### config.mk
export PLATFORM = sky130hd
export DESIGN_NAME = rslhc_ctrl
export DESIGN_NICKNAME = d
export VERILOG_FILES = /design/src/rslhc_pkg.sv /design/src/rslhc_ctrl.sv
export SDC_FILE = /design/constraint.sdc
export NUM_CORES = 1
export LEC_CHECK = 0
export BUFFER_PORTS_ARGS = -buffer_cell sky130_fd_sc_hd__buf_2
export CELL_PAD_IN_SITES_DETAIL_PLACEMENT = 1
export CELL_PAD_IN_SITES_GLOBAL_PLACEMENT = 1
export CORE_UTILIZATION = 49
export CTS_CLUSTER_DIAMETER = 30
export DETAILED_ROUTE_END_ITERATION = 6
export GPL_TIMING_DRIVEN = 0
export HOLD_SLACK_MARGIN = 0.12
export PLACE_DENSITY_LB_ADDON = 0.25
export SKIP_CTS_REPAIR_TIMING = 1
export SLEW_MARGIN = 15
export SYNTH_ARGS = -nofsm -noshare
export SYNTH_HDL_FRONTEND = slang
export SYNTH_SLANG_ARGS = --single-unit
### constraint.sdc
create_clock -name clk -period 7.7 [get_ports clk]
set_input_delay 1.155 -clock clk [delete_from_list [all_inputs] [get_ports clk]]
set_output_delay 1.155 -clock clk [all_outputs]
set_load 0.005 [all_outputs]
### src/rslhc_pkg.sv
package rslhc_pkg;
  // ************************************************************
  // register map
  // ************************************************************
  localparam logic [7:0] RSLHC_ADDR_SELECT = 8'h00;
  localparam logic [7:0] RSLHC_ADDR_REFEN = 8'h01;
  localparam logic [7:0] RSLHC_ADDR_HOLD = 8'h02;
  localparam logic [7:0] RSLHC_ADDR_FIXTUNE = 8'h03;
  localparam logic [7:0] RSLHC_ADDR_LD1CNT = 8'h04;
  localparam logic [7:0] RSLHC_ADDR_LD2CNT = 8'h05;
  localparam logic [7:0] RSLHC_ADDR_STMUX = 8'h06;
  localparam logic [7:0] RSLHC_ADDR_TUNEMULT = 8'h07;
  localparam logic [7:0] RSLHC_ADDR_TUNEDIV = 8'h08;
  localparam logic [7:0] RSLHC_ADDR_READBACK = 8'h09;
  localparam logic [7:0] RSLHC_ADDR_STATUS = 8'h0a;
  localparam logic [7:0] RSLHC_ADDR_HOLDEXIT = 8'h0b;
  // select register fields
  localparam int RSLHC_SEL_MAN_LSB = 0;
  localparam int RSLHC_SEL_PIN_EN = 2;
  localparam int RSLHC_SEL_AUTO_EN = 3;
  localparam int RSLHC_SEL_INV = 4;
  localparam int RSLHC_SEL_P0TYPE = 5;
  localparam int RSLHC_SEL_P1TYPE = 6;
  localparam int RSLHC_SEL_LOSS_OF_SIGNAL_ENABLE = 7;
  // hold register fields
  localparam int RSLHC_HOLD_EN = 0;
  localparam int RSLHC_HOLD_FIX = 1;
  localparam int RSLHC_HOLD_TRACK = 2;
  localparam int RSLHC_HOLD_LEAVE = 3;
  // reset values
  localparam logic [7:0] RSLHC_SELECT_RST = 8'h00;
  localparam logic [2:0] RSLHC_REFEN_RST = 3'h7;
  localparam logic [3:0] RSLHC_HOLD_RST = 4'h0;
  localparam logic [9:0] RSLHC_TUNE_RST = 10'h200;
  localparam logic [13:0] RSLHC_LDCNT_RST = 14'h0400;
  localparam logic [15:0] RSLHC_MULT_RST = 16'h0004;
  localparam logic [7:0] RSLHC_DIV_RST = 8'h01;
  localparam logic [1:0] RSLHC_MAN_HOLD = 2'h3;
  // status pin source codes
  typedef enum logic [2:0] {
    RSLHC_SRC_OUTER = 3'h0,
    RSLHC_SRC_INNER = 3'h1,
    RSLHC_SRC_BOTH = 3'h2,
    RSLHC_SRC_HOLD = 3'h3,
    RSLHC_SRC_CAPTURE = 3'h4
  } rslhc_src_t;
  // holdover state
  typedef enum logic [1:0] {
    RSLHC_ST_RUN = 2'b01,
    RSLHC_ST_HOLD = 2'b10
  } rslhc_state_t;
  // register bus request
  typedef struct packed {
    logic [7:0] addr;
    logic [15:0] wdata;
    logic wr;
    logic rd;
  } rslhc_bus_t;
endpackage : rslhc_pkg

### src/rslhc_ctrl.sv
// Local design decisions: the plain strobed port and the placing of the registers.
`timescale 1ns/1ps
module rslhc_ctrl
  import rslhc_pkg::*;
#(
  parameter int TUNE_W = 10,
  parameter int CNT_W = 14
) (
  input wire logic clk,
  input wire logic resetn,
  input wire rslhc_bus_t bus,
  output logic [15:0] rdata,
  input wire logic [2:0] ref_loss,
  input wire logic select_pin_0,
  input wire logic select_pin_1,
  input wire logic status_pin_1_in,
  input wire logic outer_pd_tick,
  input wire logic outer_in_window,
  input wire logic inner_pd_tick,
  input wire logic inner_in_window,
  input wire logic [TUNE_W-1:0] outer_tune_sample,
  output logic [1:0] active_ref,
  output logic [2:0] ref_buffer_on,
  output logic outer_pump_tristate,
  output logic [TUNE_W-1:0] outer_loop_tune_output,
  output logic tune_drive,
  output logic status_pin_1,
  output logic status_pin_1_oe,
  output logic status_pin_2
);
  // ************************************************************
  // configuration registers
  // ************************************************************
  logic [7:0] sel_cfg;
  logic [2:0] ref_input_enable;
  logic [3:0] hold_cfg;
  logic [TUNE_W-1:0] fixed_tune_value;
  logic [CNT_W-1:0] loop1_lock_count_target;
  logic [CNT_W-1:0] loop2_lock_count_target;
  logic [2:0] status1_source_select;
  logic [2:0] status2_source_select;
  logic [15:0] tune_update_multiplier;
  logic [7:0] tune_update_divider;
  logic host_exit;
  logic s0_a, s0_b, s1_a, s1_b, st_a, st_b;
  logic [2:0] loss_a, loss_b;
  logic [CNT_W-1:0] cnt1, cnt2;
  logic outer_lock, inner_lock, inner_kept;
  logic [TUNE_W-1:0] tracked;
  logic tune_capture_done;
  logic [23:0] upd_cnt;
  rslhc_state_t state;
  logic [1:0] next_ref;
  logic hold_req;
  logic in_hold;

  // ************************************************************
  // selection mode decode
  // ************************************************************
  wire logic manual_mode = !sel_cfg[RSLHC_SEL_AUTO_EN] && !sel_cfg[RSLHC_SEL_PIN_EN];
  wire logic pin_mode = !sel_cfg[RSLHC_SEL_AUTO_EN] && sel_cfg[RSLHC_SEL_PIN_EN];
  wire logic auto_mode = sel_cfg[RSLHC_SEL_AUTO_EN];
  wire logic [1:0] man_choice = sel_cfg[RSLHC_SEL_MAN_LSB +: 2];

  always_ff @(posedge clk or negedge resetn) begin
    if (!resetn) begin
      sel_cfg <= RSLHC_SELECT_RST;
      ref_input_enable <= RSLHC_REFEN_RST;
      hold_cfg <= RSLHC_HOLD_RST;
      fixed_tune_value <= RSLHC_TUNE_RST;
      loop1_lock_count_target <= RSLHC_LDCNT_RST;
      loop2_lock_count_target <= RSLHC_LDCNT_RST;
      status1_source_select <= RSLHC_SRC_OUTER;
      status2_source_select <= RSLHC_SRC_INNER;
      tune_update_multiplier <= RSLHC_MULT_RST;
      tune_update_divider <= RSLHC_DIV_RST;
    end else if (bus.wr) begin
      unique case (bus.addr)
        RSLHC_ADDR_SELECT: sel_cfg <= bus.wdata[7:0];
        RSLHC_ADDR_REFEN: ref_input_enable <= bus.wdata[2:0];
        RSLHC_ADDR_HOLD: hold_cfg <= bus.wdata[3:0];
        RSLHC_ADDR_FIXTUNE: fixed_tune_value <= bus.wdata[TUNE_W-1:0];
        RSLHC_ADDR_LD1CNT: loop1_lock_count_target <= bus.wdata[CNT_W-1:0];
        RSLHC_ADDR_LD2CNT: loop2_lock_count_target <= bus.wdata[CNT_W-1:0];
        RSLHC_ADDR_STMUX: begin
          status1_source_select <= bus.wdata[2:0];
          status2_source_select <= bus.wdata[6:4];
        end
        RSLHC_ADDR_TUNEMULT: tune_update_multiplier <= bus.wdata;
        RSLHC_ADDR_TUNEDIV: tune_update_divider <= bus.wdata[7:0];
        default: ;
      endcase
    end
  end

  // ************************************************************
  // host exit strobe
  // ************************************************************
  always_ff @(posedge clk or negedge resetn) begin
    if (!resetn) begin
      host_exit <= 1'b0;
    end else begin
      host_exit <= bus.wr && (bus.addr == RSLHC_ADDR_HOLDEXIT);
    end
  end

  // ************************************************************
  // read port
  // ************************************************************
  always_ff @(posedge clk or negedge resetn) begin
    if (!resetn) begin
      rdata <= 16'h0000;
    end else if (bus.rd) begin
      unique case (bus.addr)
        RSLHC_ADDR_SELECT: rdata <= {8'h00, sel_cfg};
        RSLHC_ADDR_REFEN: rdata <= {13'h0000, ref_input_enable};
        RSLHC_ADDR_HOLD: rdata <= {12'h000, hold_cfg};
        RSLHC_ADDR_FIXTUNE: rdata <= 16'(fixed_tune_value);
        RSLHC_ADDR_LD1CNT: rdata <= 16'(loop1_lock_count_target);
        RSLHC_ADDR_LD2CNT: rdata <= 16'(loop2_lock_count_target);
        RSLHC_ADDR_STMUX: rdata <= {9'h000, status2_source_select, 1'b0, status1_source_select};
        RSLHC_ADDR_TUNEMULT: rdata <= tune_update_multiplier;
        RSLHC_ADDR_TUNEDIV: rdata <= {8'h00, tune_update_divider};
        RSLHC_ADDR_READBACK: rdata <= 16'(outer_loop_tune_output);
        RSLHC_ADDR_STATUS: rdata <= {9'h000, tune_capture_done, in_hold, inner_lock, outer_lock, 1'b0, active_ref};
        default: rdata <= 16'h0000;
      endcase
    end else begin
      rdata <= 16'h0000;
    end
  end

  // ************************************************************
  // pin synchronisers
  // ************************************************************
  always_ff @(posedge clk or negedge resetn) begin
    if (!resetn) begin
      {s0_a, s0_b, s1_a, s1_b, st_a, st_b} <= 6'h00;
      loss_a <= 3'h7;
      loss_b <= 3'h7;
    end else begin
      s0_a <= select_pin_0;
      s0_b <= s0_a;
      s1_a <= select_pin_1;
      s1_b <= s1_a;
      st_a <= status_pin_1_in;
      st_b <= st_a;
      loss_a <= ref_loss;
      loss_b <= loss_a;
    end
  end

  // ************************************************************
  // reference selection
  // ************************************************************
  logic [1:0] pin_code;
  logic pin_hold;
  always_comb begin
    pin_code = {sel_cfg[RSLHC_SEL_P1TYPE] & s1_b, sel_cfg[RSLHC_SEL_P0TYPE] & s0_b};
    if (sel_cfg[RSLHC_SEL_INV]) begin
      pin_code = ~pin_code;
    end
    // status pin 1 high (low when inverted) requests holdover in pin mode
    pin_hold = st_b ^ sel_cfg[RSLHC_SEL_INV];
  end

  logic [2:0] eligible;
  always_comb begin
    eligible = ref_input_enable & ~loss_b;
    next_ref = active_ref;
    hold_req = 1'b0;
    if (manual_mode) begin
      if (man_choice == RSLHC_MAN_HOLD) begin
        hold_req = 1'b1;
      end else begin
        next_ref = man_choice;
      end
    end else if (pin_mode) begin
      if (pin_code == RSLHC_MAN_HOLD || pin_hold) begin
        hold_req = 1'b1;
      end else begin
        next_ref = pin_code;
      end
    end else if (sel_cfg[RSLHC_SEL_LOSS_OF_SIGNAL_ENABLE] && !hold_cfg[RSLHC_HOLD_LEAVE]) begin
      if (eligible[0]) begin
        next_ref = 2'h0;
      end else if (eligible[1]) begin
        next_ref = 2'h1;
      end else if (eligible[2]) begin
        next_ref = 2'h2;
      end else begin
        hold_req = 1'b1;
      end
    end
  end

  always_ff @(posedge clk or negedge resetn) begin
    if (!resetn) begin
      active_ref <= 2'h0;
    end else begin
      active_ref <= next_ref;
    end
  end

  // ************************************************************
  // reference buffers
  // ************************************************************
  // buffers: enable bits plus forced on for chosen input outside auto mode
  always_comb begin
    ref_buffer_on = ref_input_enable;
    if (!auto_mode && active_ref != RSLHC_MAN_HOLD) begin
      ref_buffer_on[active_ref] = 1'b1;
    end
  end

  // ************************************************************
  // lock detectors
  // ************************************************************
  function automatic logic [CNT_W-1:0] lock_step(input logic [CNT_W-1:0] c, input logic inwin,
                                                 input logic [CNT_W-1:0] tgt);
    if (!inwin) begin
      lock_step = '0;
    end else if (c < tgt) begin
      lock_step = c + 1'b1;
    end else begin
      lock_step = c;
    end
  endfunction : lock_step

  always_ff @(posedge clk or negedge resetn) begin
    if (!resetn) begin
      cnt1 <= '0;
    end else if (outer_pd_tick) begin
      cnt1 <= lock_step(cnt1, outer_in_window, loop1_lock_count_target);
    end
  end

  always_ff @(posedge clk or negedge resetn) begin
    if (!resetn) begin
      cnt2 <= '0;
    end else if (inner_pd_tick) begin
      cnt2 <= lock_step(cnt2, inner_in_window, loop2_lock_count_target);
    end
  end

  // ************************************************************
  // lock status
  // ************************************************************
  wire logic outer_det = (cnt1 >= loop1_lock_count_target) && (cnt1 != '0);
  wire logic inner_det = (cnt2 >= loop2_lock_count_target) && (cnt2 != '0);

  // ************************************************************
  // holdover state
  // ************************************************************
  always_ff @(posedge clk or negedge resetn) begin
    if (!resetn) begin
      state <= RSLHC_ST_RUN;
      inner_kept <= 1'b0;
    end else begin
      unique case (state)
        RSLHC_ST_RUN: begin
          if (hold_cfg[RSLHC_HOLD_EN] && hold_req) begin
            state <= RSLHC_ST_HOLD;
            inner_kept <= inner_det;
          end
        end
        RSLHC_ST_HOLD: begin
          if (!hold_cfg[RSLHC_HOLD_EN] || host_exit || !hold_req) begin
            state <= RSLHC_ST_RUN;
          end
        end
        default: state <= RSLHC_ST_RUN;
      endcase
    end
  end

  // ************************************************************
  // holdover outputs
  // ************************************************************
  assign in_hold = (state == RSLHC_ST_HOLD);
  assign outer_lock = outer_det && !in_hold;
  assign inner_lock = in_hold ? (inner_kept || inner_det) : inner_det;
  assign outer_pump_tristate = in_hold;

  // ************************************************************
  // tune tracking
  // ************************************************************
  wire logic [23:0] upd_period = tune_update_multiplier * tune_update_divider;
  always_ff @(posedge clk or negedge resetn) begin
    if (!resetn) begin
      upd_cnt <= 24'h000000;
      tracked <= RSLHC_TUNE_RST;
      tune_capture_done <= 1'b0;
    end else if (!hold_cfg[RSLHC_HOLD_TRACK]) begin
      upd_cnt <= 24'h000000;
      tune_capture_done <= 1'b0;
    end else if (outer_pd_tick && !in_hold) begin
      if (upd_cnt + 24'h000001 >= upd_period) begin
        upd_cnt <= 24'h000000;
        tracked <= outer_tune_sample;
        tune_capture_done <= 1'b1;
      end else begin
        upd_cnt <= upd_cnt + 24'h000001;
      end
    end
  end

  // ************************************************************
  // tune output
  // ************************************************************
  always_ff @(posedge clk or negedge resetn) begin
    if (!resetn) begin
      outer_loop_tune_output <= RSLHC_TUNE_RST;
      tune_drive <= 1'b0;
    end else begin
      tune_drive <= in_hold;
      if (in_hold && hold_cfg[RSLHC_HOLD_FIX]) begin
        outer_loop_tune_output <= fixed_tune_value;
      end else if (in_hold) begin
        outer_loop_tune_output <= tracked;
      end else begin
        outer_loop_tune_output <= outer_tune_sample;
      end
    end
  end

  // ************************************************************
  // status pins
  // ************************************************************
  function automatic logic status_pick(input logic [2:0] s, input logic ol, input logic il,
                                       input logic h, input logic cd);
    unique case (s)
      RSLHC_SRC_OUTER: status_pick = ol;
      RSLHC_SRC_INNER: status_pick = il;
      RSLHC_SRC_BOTH: status_pick = ol & il;
      RSLHC_SRC_HOLD: status_pick = h;
      RSLHC_SRC_CAPTURE: status_pick = cd;
      default: status_pick = 1'b0;
    endcase
  endfunction : status_pick

  always_ff @(posedge clk or negedge resetn) begin
    if (!resetn) begin
      status_pin_1 <= 1'b0;
      status_pin_2 <= 1'b0;
    end else begin
      status_pin_1 <= status_pick(status1_source_select, outer_lock, inner_lock, in_hold, tune_capture_done);
      status_pin_2 <= status_pick(status2_source_select, outer_lock, inner_lock, in_hold, tune_capture_done);
    end
  end

  // status pin 1 becomes an input in pin select mode
  assign status_pin_1_oe = !pin_mode;
endmodule : rslhc_ctrl

==> results of run 1 <==
[power groups by stage]
| stage | logic (mW) | clock network (mW) | registers (mW) |
|---|---|---|---|
| finish | 0.435 | 0.910 | 1.14 |
| global route | 0.479 | 0.956 | 1.15 |
| CTS | 0.434 | 0.922 | 1.14 |
| detailed placement | 0.428 | 0 | 1.16 |
| global placement | 0.408 | 0 | 1.16 |
| floorplan | 0.273 | 0 | 1.13 |
[worst max-delay path: stages (launching register included)]
cell,delay (ps)
dfrtp_1,530
clkbuf_2,310
nand2_1,110
fa_1,520
fa_1,540
inv_1,60
fa_1,530
inv_1,50
fa_1,520
inv_1,40
ha_1,340
o21ai_0,130
o21ai_1,110
a211o_1,330
a31o_2,290
a21o_1,180
a21oi_1,160
xor2_1,210
ha_1,280
a21o_1,180
a21o_1,170
a211oi_1,240
o21a_1,190
o21ai_0,220
nor2_1,350
clkbuf_1,430
a32o_1,250
[flip-flops by register name (all words and copies together) (netlist names), 4 cells and up]
signal                   cells
cnt1                        14
cnt2                        14
fixed_tune_value            10
hold_cfg                     4
loop1_lock_count_target     14
loop2_lock_count_target     14
outer_loop_tune_output      10
rdata                       16
sel_cfg                      8
tracked                     10
tune_update_divider          8
tune_update_multiplier      16
upd_cnt                     24
[cells by family (layout without fill, tap and decap cells)]
logic type | Yosys count | count (layout) | share of synthesized area, %
fa+ha+maj | 185 | 185 | 20.0
flops | 193 | 193 | 32.9
buf+inv | 205 | 319 | 5.42
other cells | 0 | 1 | 0
xor+xnor | 53 | 53 | 3.15
mux | 128 | 128 | 9.86
compound gates | 250 | 250 | 11.5
simple gates | 474 | 474 | 17.2
[final cells by class]
class | count | area, sq um
diodes | 1 | 2.50
plain buffers | 52 | 231
clock buffers | 17 | 425
clock inverters | 15 | 158
fillers | 3375 | 13400
inverters | 153 | 574
multi-input cells | 1090 | 9090
flip-flops and latches | 193 | 4850
well taps | 390 | 488
repair buffers | 82 | 465
[per-layer routing]
layer	global-route usage (%)	routed length, microns
met1	35.3	17800
met2	52.3	22600
met3	3.98	1510
met4	11.8	1470
met5	0	0
[layout by cell type (no fill, tap or decap), types with 34 or more instances in the layout]
cell     netlist  layout
fa_1          84      84
xor2_1        34      34
dfrtp_1      175     174
buf_2          8      87
inv_1        153     153
and2_1       107     107
mux2_2        87      87
ha_1         101     101
nand2_1      119     119
a21oi_1       56      56
o21ai_0       55      54
nor2_1        78      78
[path summary, 6_finish.rpt]
| check | startpoint | cells after the start | to | slack (ps) |
|---|---|---|---|---|
| setup / recovery | tune_update_divider[7] | 26 | upd_cnt[17] | 350 |
| max in group asynchronous | resetn | 2 | loss_a[1] | 6280 |
| min in group asynchronous | resetn | 1 | tune_update_multiplier[14] | 600 |
| setup reg to reg | tune_update_divider[7] | 26 | upd_cnt[17] | 350 |
| hold reg to reg | s0_a | 0 | s0_b | 360 |
| hold / removal | s0_a | 0 | s0_b | 360 |
[stage by stage]
step / instance area, sq um / setup TNS, ps / utilization (%) / instances
3_3_place_gp: 15600 / 0 / 52.7 / 1958
4_1_cts: 16300 / -428 / 54.9 / 1992
5_1_grt: 16300 / -241 / 55.0 / 1993
6_report: 16300 / 0 / 55.0 / 1993
3_5_place_dp: 15700 / -252 / 52.9 / 1960
2_1_floorplan: 14700 / 0 / - / 1488
==> results.txt, run 1 <==
----------------------------------------------------
[Yosys]
  Post-synthesis area per instance ... 9.90 sq um
  Most frequently used flop master after synthesis ... dfrtp_1
  Area share of the leading cell type in the synthesized netlist ... 29.7%
  Synth async-reset ratio ... between 90% and 100%
  Net Count, Synth ... 1721
  Area leader, netlist ... dfrtp_1
  Count of cell types in the netlist ... 81
  Sequential share of the synthesized area ... approximately a third
  Total number of yosys warnings ... 0
  Leading cell types by count after synthesis ... 175 x dfrtp_1, 153 x inv_1, 119 x nand2_1, 107 x and2_1, 101 x ha_1
  Post-synthesis register bit count ... 193
  EDFF count, synth ... 0
  Number of cells produced by synthesis ... 1488
  Area of the mapped netlist ... 14700 sq um
  Top cells by area in the synthesized netlist ... dfrtp_1 30%, fa_1 11%, ha_1 8.6%
  Most used standard cell by instance count after synthesis ... dfrtp_1

[STA]
  Worst path setup slack after routing ... between 300 and 400 ps
  Min Clock Period, post-route ... 7350 ps
  Setup Skew ... 19.5 ps
  Final Setup Violations ... 0
  F_max ... 0.136 GHz
  Transition time at the pin with the least slew margin ... 850 ps
  Final Hold Vio Count ... 0
  Minimum hold slack ... 357 ps
  Period Utilization, post-route ... 95.5%
  Pins Over Slew Limit ... 0
  Normalized max-slew margin ... 43.1%

[Power and ir drop]
  Switching fraction of total power ... approximately a third
  Power consumption ... 2.49 mW
  Clock power frac ... between 30% and 40%
  Power density over cell area ... 153 nW/um^2
  Internal cell power ... 1.68 mW
  Pleak ... 7.99 nW
  Net switching power ... 0.808 mW
  Share of power burned in registers ... between 40% and 50%
  Share of power burned in combinational logic ... between 10% and 20%
  Worst vdd ir ... around 170 uV

[Worst setup path]
  Worst-path fanout max ... 10
  Startpoint Class ... flip-flop
  Worst Setup Path Type ... flip-flop to flip-flop
  Data arrival at the endpoint of the critical path ... 7740 ps
  Critical path capture point type ... flip-flop
  Required time of the critical path ... 8090 ps

[Floorplanning]
  Die area ... 30800 sq um
  # rows ... 63
  Die X ... around 180 microns
  I/O Pins ... 84
  Die H ... 175 microns
  Area inside the core boundary ... 29600 sq um
  Initial Utilization ... 49.7%

[Placement]
  Buffers added on ports ... 80
  Post-Place Worst Slack ... -41.2 ps
  Detailed Place HPWL ... between 30 and 40 mm
  Final RePlAce weighted congestion ... 0.937

[GRT]
  Wire length of the first global-routing pass ... 69.2 mm
  Vias in the first global route ... about 13k
  Maximum number of pins on one net before global-route repair ... 94
  Overall routing resource usage ... approximately 29%
  Initial antenna violation count ... 1
  Total gr overflow ... 0

[Run]
  Number of max-cap violations ... 0

[Hold path]
  Worst hold path class ... flip-flop to flip-flop

[Drt]
  Total iterations of the first detailed-routing run ... 5
  Detailed Route Iter0 Violations ... 642
  Routed wire length ... around 43 mm
  Per-cell via count in the routed design ... approximately 6
  Detailed-route wire length per cell ... 21.7 microns
  Vias after detailed routing ... 11.7k
  Post-route DRC ... 0
  Number of nets with antenna violations after detailed routing ... 0

[Clocking]
  CTS tree ... done
  Clock sinks ... 193
  Maximum clock path buffer count ... 2
  Root buffer cell ... clkbuf_16
  Clock H-tree levels ... 4
  Number of buffers created by CTS ... 17
  Worst-Skew Late Latency ... 460 ps
  Post-CTS clock slew at the launch and capture registers of the worst setup and hold paths ... 80 ps

[Status]
  Outcome ... finished, final reports clean

[Cells and area]
  Area Overhead vs Synth ... 10.5%
  Share of final-layout standard cells stronger than drive strength 1 ... 17.2%
  Number of nets in the layout ... 1822

----------------------------------------------------
Power figures use the tool's default switching activity.
==> run 2: changes to the inputs <==
Settings changed: CORE_UTILIZATION 49 to 45.
Clock period 7.7 ns to 6.1 ns, I/O delays scaled along.
==> run 2 against run 1 <==
Worst hold slack is essentially flat. Clock power grew 26%. Critical endpoint is now tracked[3]. Cell area grew 6.2%. Setup slack lost 690 ps. Critical path depth shrank 1. Critical path type unchanged. Sequential power grew 27%. Highest routed layer unchanged. Clock-buffer cell count grew 2. The run now ends with setup timing left. Via count grew 2.7%.
==> results.txt, run 2 (synthesis gave the netlist of run 1 again) <==
----------------------------------------------------
[Worst setup path]
  Launching point of the worst reg2reg path ... tune_update_divider[2]
  Max stage delay cell, worst path ... fa_1
  Destination of the worst register-to-register timing path ... tracked[3]
  Reg2Reg Setup Slack ... -340 ps
  Crit. Startpoint ... tune_update_divider[2]
  Worst-path fanout max ... 6
  Capture point of the worst path ... tracked[3]
  Data arrival at the endpoint of the critical path ... 6780 ps
  Required time of the critical path ... 6440 ps
  Worst Setup Path Type ... flip-flop to flip-flop
  Most frequent CP cell ... fa_1
  Critical path capture point type ... flip-flop
  Startpoint Class ... flip-flop
  Critical Path Max Stage Delay ... 500 ps
  Number of cells on the worst reg-to-reg path ... 25

[STA]
  Period Utilization, post-route ... 106%
  F_max ... 0.155 GHz
  Setup Skew ... ~17 ps
  Setup Total Neg Slack ... -6520 ps
  Min Clock Period, post-route ... 6440 ps
  Final Hold Vio Count ... 0
  Normalized max-slew margin ... approximately 43%
  Final Setup Violations ... 35
  RSZ-0062 raised after global routing ... true
  Worst path setup slack after routing ... -337 ps
  Transition time at the pin with the least slew margin ... between 800 and 900 ps
  Pins Over Slew Limit ... 0

[Cells and area]
  Largest reg by FF count ... upd_cnt
  Registers with the most flip-flops ... upd_cnt: 24 flops, rdata: 16 flops, tune_update_multiplier: 16 flops
  Antenna Cells ... 0
  Commonest cells after routing, fill and taps aside ... 158 x dfrtp_1, 142 x inv_1, 116 x nand2_1
  Number of nets in the layout ... around 1.9k
  Max reg flops ... 24
  Area Overhead vs Synth ... 17.4%
  Most frequent standard cell in the layout excluding fill and tap cells ... dfrtp_1
  Share of final-layout standard cells stronger than drive strength 1 ... 24.9%

[Floorplanning]
  Die area ... 33500 sq um
  Die H ... 183 microns
  Initial Utilization ... a little under half
  Die X ... 183 microns
  Area inside the core boundary ... 31900 sq um
  # rows ... 65
  I/O Pins ... between 80 and 90

[Run]
  Number of max-cap violations ... 0

[GRT]
  Wire length of the first global-routing pass ... 71.0 mm
  Overall routing resource usage ... 27.6%
  Total gr overflow ... 0
  Initial antenna violation count ... 0
  Maximum number of pins on one net before global-route repair ... 104
  Vias in the first global route ... 13.0k

[Status]
  Outcome ... finished with violations
  Failing checks ... setup timing

[Drt]
  Detailed Route Iter0 Violations ... 631
  Number of nets with antenna violations after detailed routing ... 0
  Post-route DRC ... 0
  Per-cell via count in the routed design ... approximately 5.8
  Detailed-route wire length per cell ... approximately 22 microns
  Routed wire length ... 46.6 mm
  Vias after detailed routing ... 12.0k
  Total iterations of the first detailed-routing run ... 5

[Power and ir drop]
  Share of power burned in registers ... 44.9%
  Switching fraction of total power ... 31.5%
  Worst vdd ir ... 215 uV
  Net switching power ... 1.02 mW
  Pleak ... 8.25 nW
  Clock power frac ... a little over a third
  Power density over cell area ... 186 nW/um^2
  Share of power burned in combinational logic ... 19.2%
  Internal cell power ... 2.21 mW

[Clocking]
  Post-CTS clock slew at the launch and capture registers of the worst setup and hold paths ... about 80 ps
  Clock H-tree levels ... 4
  Clock sinks ... between 150 and 200
  Maximum clock path buffer count ... 2
  Number of buffers created by CTS ... 17
  Root buffer cell ... clkbuf_16
  Worst-Skew Late Latency ... around 460 ps
  CTS tree ... done

[Placement]
  Buffers added on ports ... 80
  Final RePlAce weighted congestion ... 0.951
  Detailed Place HPWL ... around 34 mm
  Post-Place Worst Slack ... -1380 ps

[Hold path]
  Worst hold path class ... flip-flop to flip-flop

----------------------------------------------------
[run 2: changes by cell type in the layout (fill, tap and decap cells not counted), moves of 6 or more]
cell      before  now
dfrtp_1      174  158
a21oi_1       56   50
buf_6          2   11
inv_1        153  142
ha_4           0   14
clkbuf_2       6    0
ha_1         101   87
dfrtp_2        1   17
buf_4          1   39
o21ai_0       54   46
clkbuf_1      29   19
inv_2          0   11
[run 2: power by group through the flow]
stage | sequential, mW | combinational, mW | clock (mW)
3_3_place_gp | 1.46 | 0.521 | 0
6_report | 1.45 | 0.619 | 1.15
2_1_floorplan | 1.43 | 0.347 | 0
4_1_cts | 1.44 | 0.551 | 1.17
5_1_grt | 1.46 | 0.678 | 1.21
3_5_place_dp | 1.47 | 0.543 | 0
[run 2: final cells by class]
cell class / count / area, sq um
flip-flops and latches: 193 / 4870
clock inverters: 12 / 138
repair buffers: 127 / 863
multi-input cells: 1090 / 9560
plain buffers: 46 / 299
well taps: 435 / 544
fillers: 3583 / 14600
inverters: 153 / 574
clock buffers: 19 / 443
[run 2: worst min path at each step]
| stage | slack [ps] | to | cells after the start | from |
|---|---|---|---|---|
| global route | 360 | loss_b[2] | 0 | loss_a[2] |
| global placement | 330 | s0_b | 0 | s0_a |
| floorplan | 330 | s0_b | 0 | s0_a |
| CTS | 360 | loss_b[2] | 0 | loss_a[2] |
| finish | 360 | loss_b[2] | 0 | loss_a[2] |
| detailed placement | 340 | s1_b | 0 | s1_a |
[run 2: metrics by stage]
step                      area [sq um]  total power [mW]  hold WS [ps]  utilization (%)  instances
after floorplan                  14800              1.78           331                -       1488
after global placement           15800              1.98           334             49.4       2003
after detailed placement         15800              2.01           342             49.5       2004
after CTS                        16400              3.16           358             51.4       2035
after global routing             17300              3.34           361             54.2       2075
final                            17300              3.22           357             54.2       2075
[run 2: routing by layer]
metal	global-route usage, %	share of wire [%]
met1	33.2	41
met4	11.7	3.4
met3	2.98	3.3
met2	49.9	52
met5	0	0
[run 2: worst max-delay path: cells and delay by family, from the launching register on]
kind,cells,cell delay [ps]
fa+ha+maj,6,2230
buf+inv,5,610
simple gates,6,1010
mux,1,330
flops,1,440
compound gates,7,1700
==> run 3: changes to the inputs <==
Settings changed: RECOVER_POWER set to 25.
==> run 3 against run 2 <==
The run ends with capacitance limit, slew limit, setup timing left. Clock power barely moved. Combinational power barely moved. Setup slack improved by 4.3 ps. Global-route usage did not move. Core utilization barely moved. Clock-buffer cell count did not move. Via count barely moved. Register-to-register slack barely moved. Total power barely moved. Largest cell class unchanged. Highest routed layer unchanged.
==> results.txt, run 3 (synthesis gave the netlist of run 1 again) <==
----------------------------------------------------
[Placement]
  Buffers added on ports ... 80
  Cell count after placement ... 2004
  Detailed Place HPWL ... 33.7 mm
  Final RePlAce weighted congestion ... 0.951

[Clocking]
  Post-CTS clock slew at the launch and capture registers of the worst setup and hold paths ... around 80 ps
  Clock sinks ... 193
  Clock H-tree levels ... 4
  Root buffer cell ... clkbuf_16
  CTS tree ... done
  Maximum clock path buffer count ... 2
  Worst-Skew Late Latency ... 460 ps
  Number of buffers created by CTS ... 17

[Hold path]
  Worst Hold Endpoint ... loss_b[2]
  Startpoint of the lowest-slack hold path ... loss_a[2]
  Worst hold path stage count ... 0
  Worst hold path class ... flip-flop to flip-flop

[Floorplanning]
  Initial Utilization ... 46.2%
  Die X ... 183 microns
  # rows ... 65
  Area inside the core boundary ... 31900 sq um
  Die H ... 183 microns
  Die area ... 33500 sq um
  I/O Pins ... 84

[STA]
  Minimum hold slack ... 357 ps
  Worst path setup slack after routing ... -332 ps
  F_max ... roughly 0.16 GHz
  Normalized max-slew margin ... -195%
  Period Utilization, post-route ... 105%
  Final Hold Vio Count ... 0
  Min Clock Period, post-route ... 6430 ps
  Setup Skew ... 16.7 ps
  RSZ-0062 raised after global routing ... true
  Transition time at the pin with the least slew margin ... 4420 ps
  Final Setup Violations ... 35
  Pins Over Slew Limit ... between 90 and 100

[Worst setup path]
  Number of cells on the worst reg-to-reg path ... 25
  Destination of the worst register-to-register timing path ... tracked[3]
  Required time of the critical path ... 6440 ps
  Launching point of the worst reg2reg path ... tune_update_divider[2]
  Most frequent CP cell ... fa_1
  Critical Path Max Stage Delay ... 500 ps
  Crit path max-delay family ... adder cells
  Critical path capture point type ... flip-flop
  Reg2Reg Setup Slack ... -330 ps
  Max stage delay cell, worst path ... fa_1
  Data arrival at the endpoint of the critical path ... 6780 ps
  Startpoint Class ... flip-flop
  Worst-path fanout max ... 6
  Worst path buffer plus inverter count ... 5
  Worst Setup Path Type ... flip-flop to flip-flop

[GRT]
  Wire length of the first global-routing pass ... 71.0 mm
  Maximum number of pins on one net before global-route repair ... 104
  Initial antenna violation count ... 0
  Vias in the first global route ... 13.0k
  Total gr overflow ... 0
  Overall routing resource usage ... between 20% and 30%

[Cells and area]
  Largest reg by FF count ... upd_cnt
  Number of nets in the layout ... roughly 1.9k
  Area of the multi-input gates ... roughly 9600 sq um
  Share of final-layout standard cells stronger than drive strength 1 ... 24.9%
  Area Overhead vs Synth ... 17.3%
  Max reg flops ... 24
  Area occupied by registers ... 4870 sq um
  Final non-filler cell total ... 2075
  Most frequent standard cell in the layout excluding fill and tap cells ... dfrtp_1
  Antenna Cells ... 0
  Commonest cells after routing, fill and taps aside ... 158 x dfrtp_1, 142 x inv_1, 116 x nand2_1
  Fillcell total ... 3583
  Registers with the most flip-flops ... upd_cnt: 24 flops, rdata: 16 flops, tune_update_multiplier: 16 flops

[Power and ir drop]
  Power density over cell area ... 186 nW/um^2
  Power consumption ... 3.22 mW
  Worst vdd ir ... 215 uV
  Pleak ... between 8 and 9 nW

[Status]
  Failing checks ... capacitance limit, slew limit, setup timing
  Outcome ... finished with violations

[Drt]
  Detailed-route wire length per cell ... 22.5 microns
  Number of nets with antenna violations after detailed routing ... 0
  Total iterations of the first detailed-routing run ... 5
  Post-route DRC ... 0
  Detailed Route Iter0 Violations ... roughly 630
  Vias after detailed routing ... 12.0k
  Per-cell via count in the routed design ... 5.79
  Routed wire length ... 46.6 mm

[Run]
  Number of max-cap violations ... 1

----------------------------------------------------
## run 3: metal layers
layer  vias up  GRT usage, %  part of all wire (%)
li1       5426             -                     -
met1      6182          33.2                    41
met2       303          49.9                    52
met3       100          2.98                   3.3
met4         0          11.7                   3.4
met5         -             0                     0
## run 3: metrics by stage
step | area (sq um) | setup TNS [ps] | worst slack [ps] | utilization (%)
CTS | 16400 | -45000 | -1470 | 51.4
global route | 17300 | -12810 | -485 | 54.2
floorplan | 14800 | 0 | 15.2 | -
global placement | 15800 | -37140 | -1220 | 49.4
finish | 17300 | -6450 | -332 | 54.2
detailed placement | 15800 | -43220 | -1380 | 49.5
## run 3: area by class of cell
type / count / share of cell area, %
Multi-Input combinational cell: 1090 / 55.3
Sequential cell: 193 / 28.2
Timing Repair Buffer: 127 / 4.96
Inverter: 153 / 3.32
Tap cell: 435 / 3.15
Clock buffer: 19 / 2.56
Buffer: 46 / 1.73
Clock inverter: 12 / 0.796
## run 3: worst max path at each step
| stage | start | to | slack (ps) | cells past startpoint |
|---|---|---|---|---|
| 6_report | tune_update_divider[2] | tracked[3] | -330 | 25 |
| 4_1_cts | tune_update_divider[2] | tracked[4] | -1470 | 26 |
| 5_1_grt | tune_update_divider[3] | tracked[0] | -490 | 27 |
| 3_5_place_dp | tune_update_divider[2] | tracked[4] | -1380 | 26 |
| 3_3_place_gp | tune_update_divider[4] | tracked[4] | -1220 | 25 |
| 2_1_floorplan | tune_update_multiplier[2] | tracked[0] | 20 | 25 |
## run 3: report_power, final
part           leakage (nW)  total (mW)  switching [mW]  internal, mW
registers              2.54        1.45          0.0890          1.36
logic                  5.42       0.619           0.362         0.257
clock network         0.287        1.15           0.565         0.590
## run 3: worst register-to-register path: stages, from the launching register on
cell,delay (ps)
dfrtp_2,440
buf_12,150
and2_1,160
fa_2,390
fa_1,500
inv_1,60
fa_1,470
fa_1,490
inv_1,60
ha_4,180
a211oi_4,280
o21ai_2,100
a211o_4,380
a311oi_4,300
nor2_1,100
or4_1,430
nand3_2,120
ha_4,200
nand4_1,140
nor2_4,70
buf_4,150
a31oi_4,190
o21ai_4,140
o21ai_4,310
clkbuf_16,210
mux2_2,330
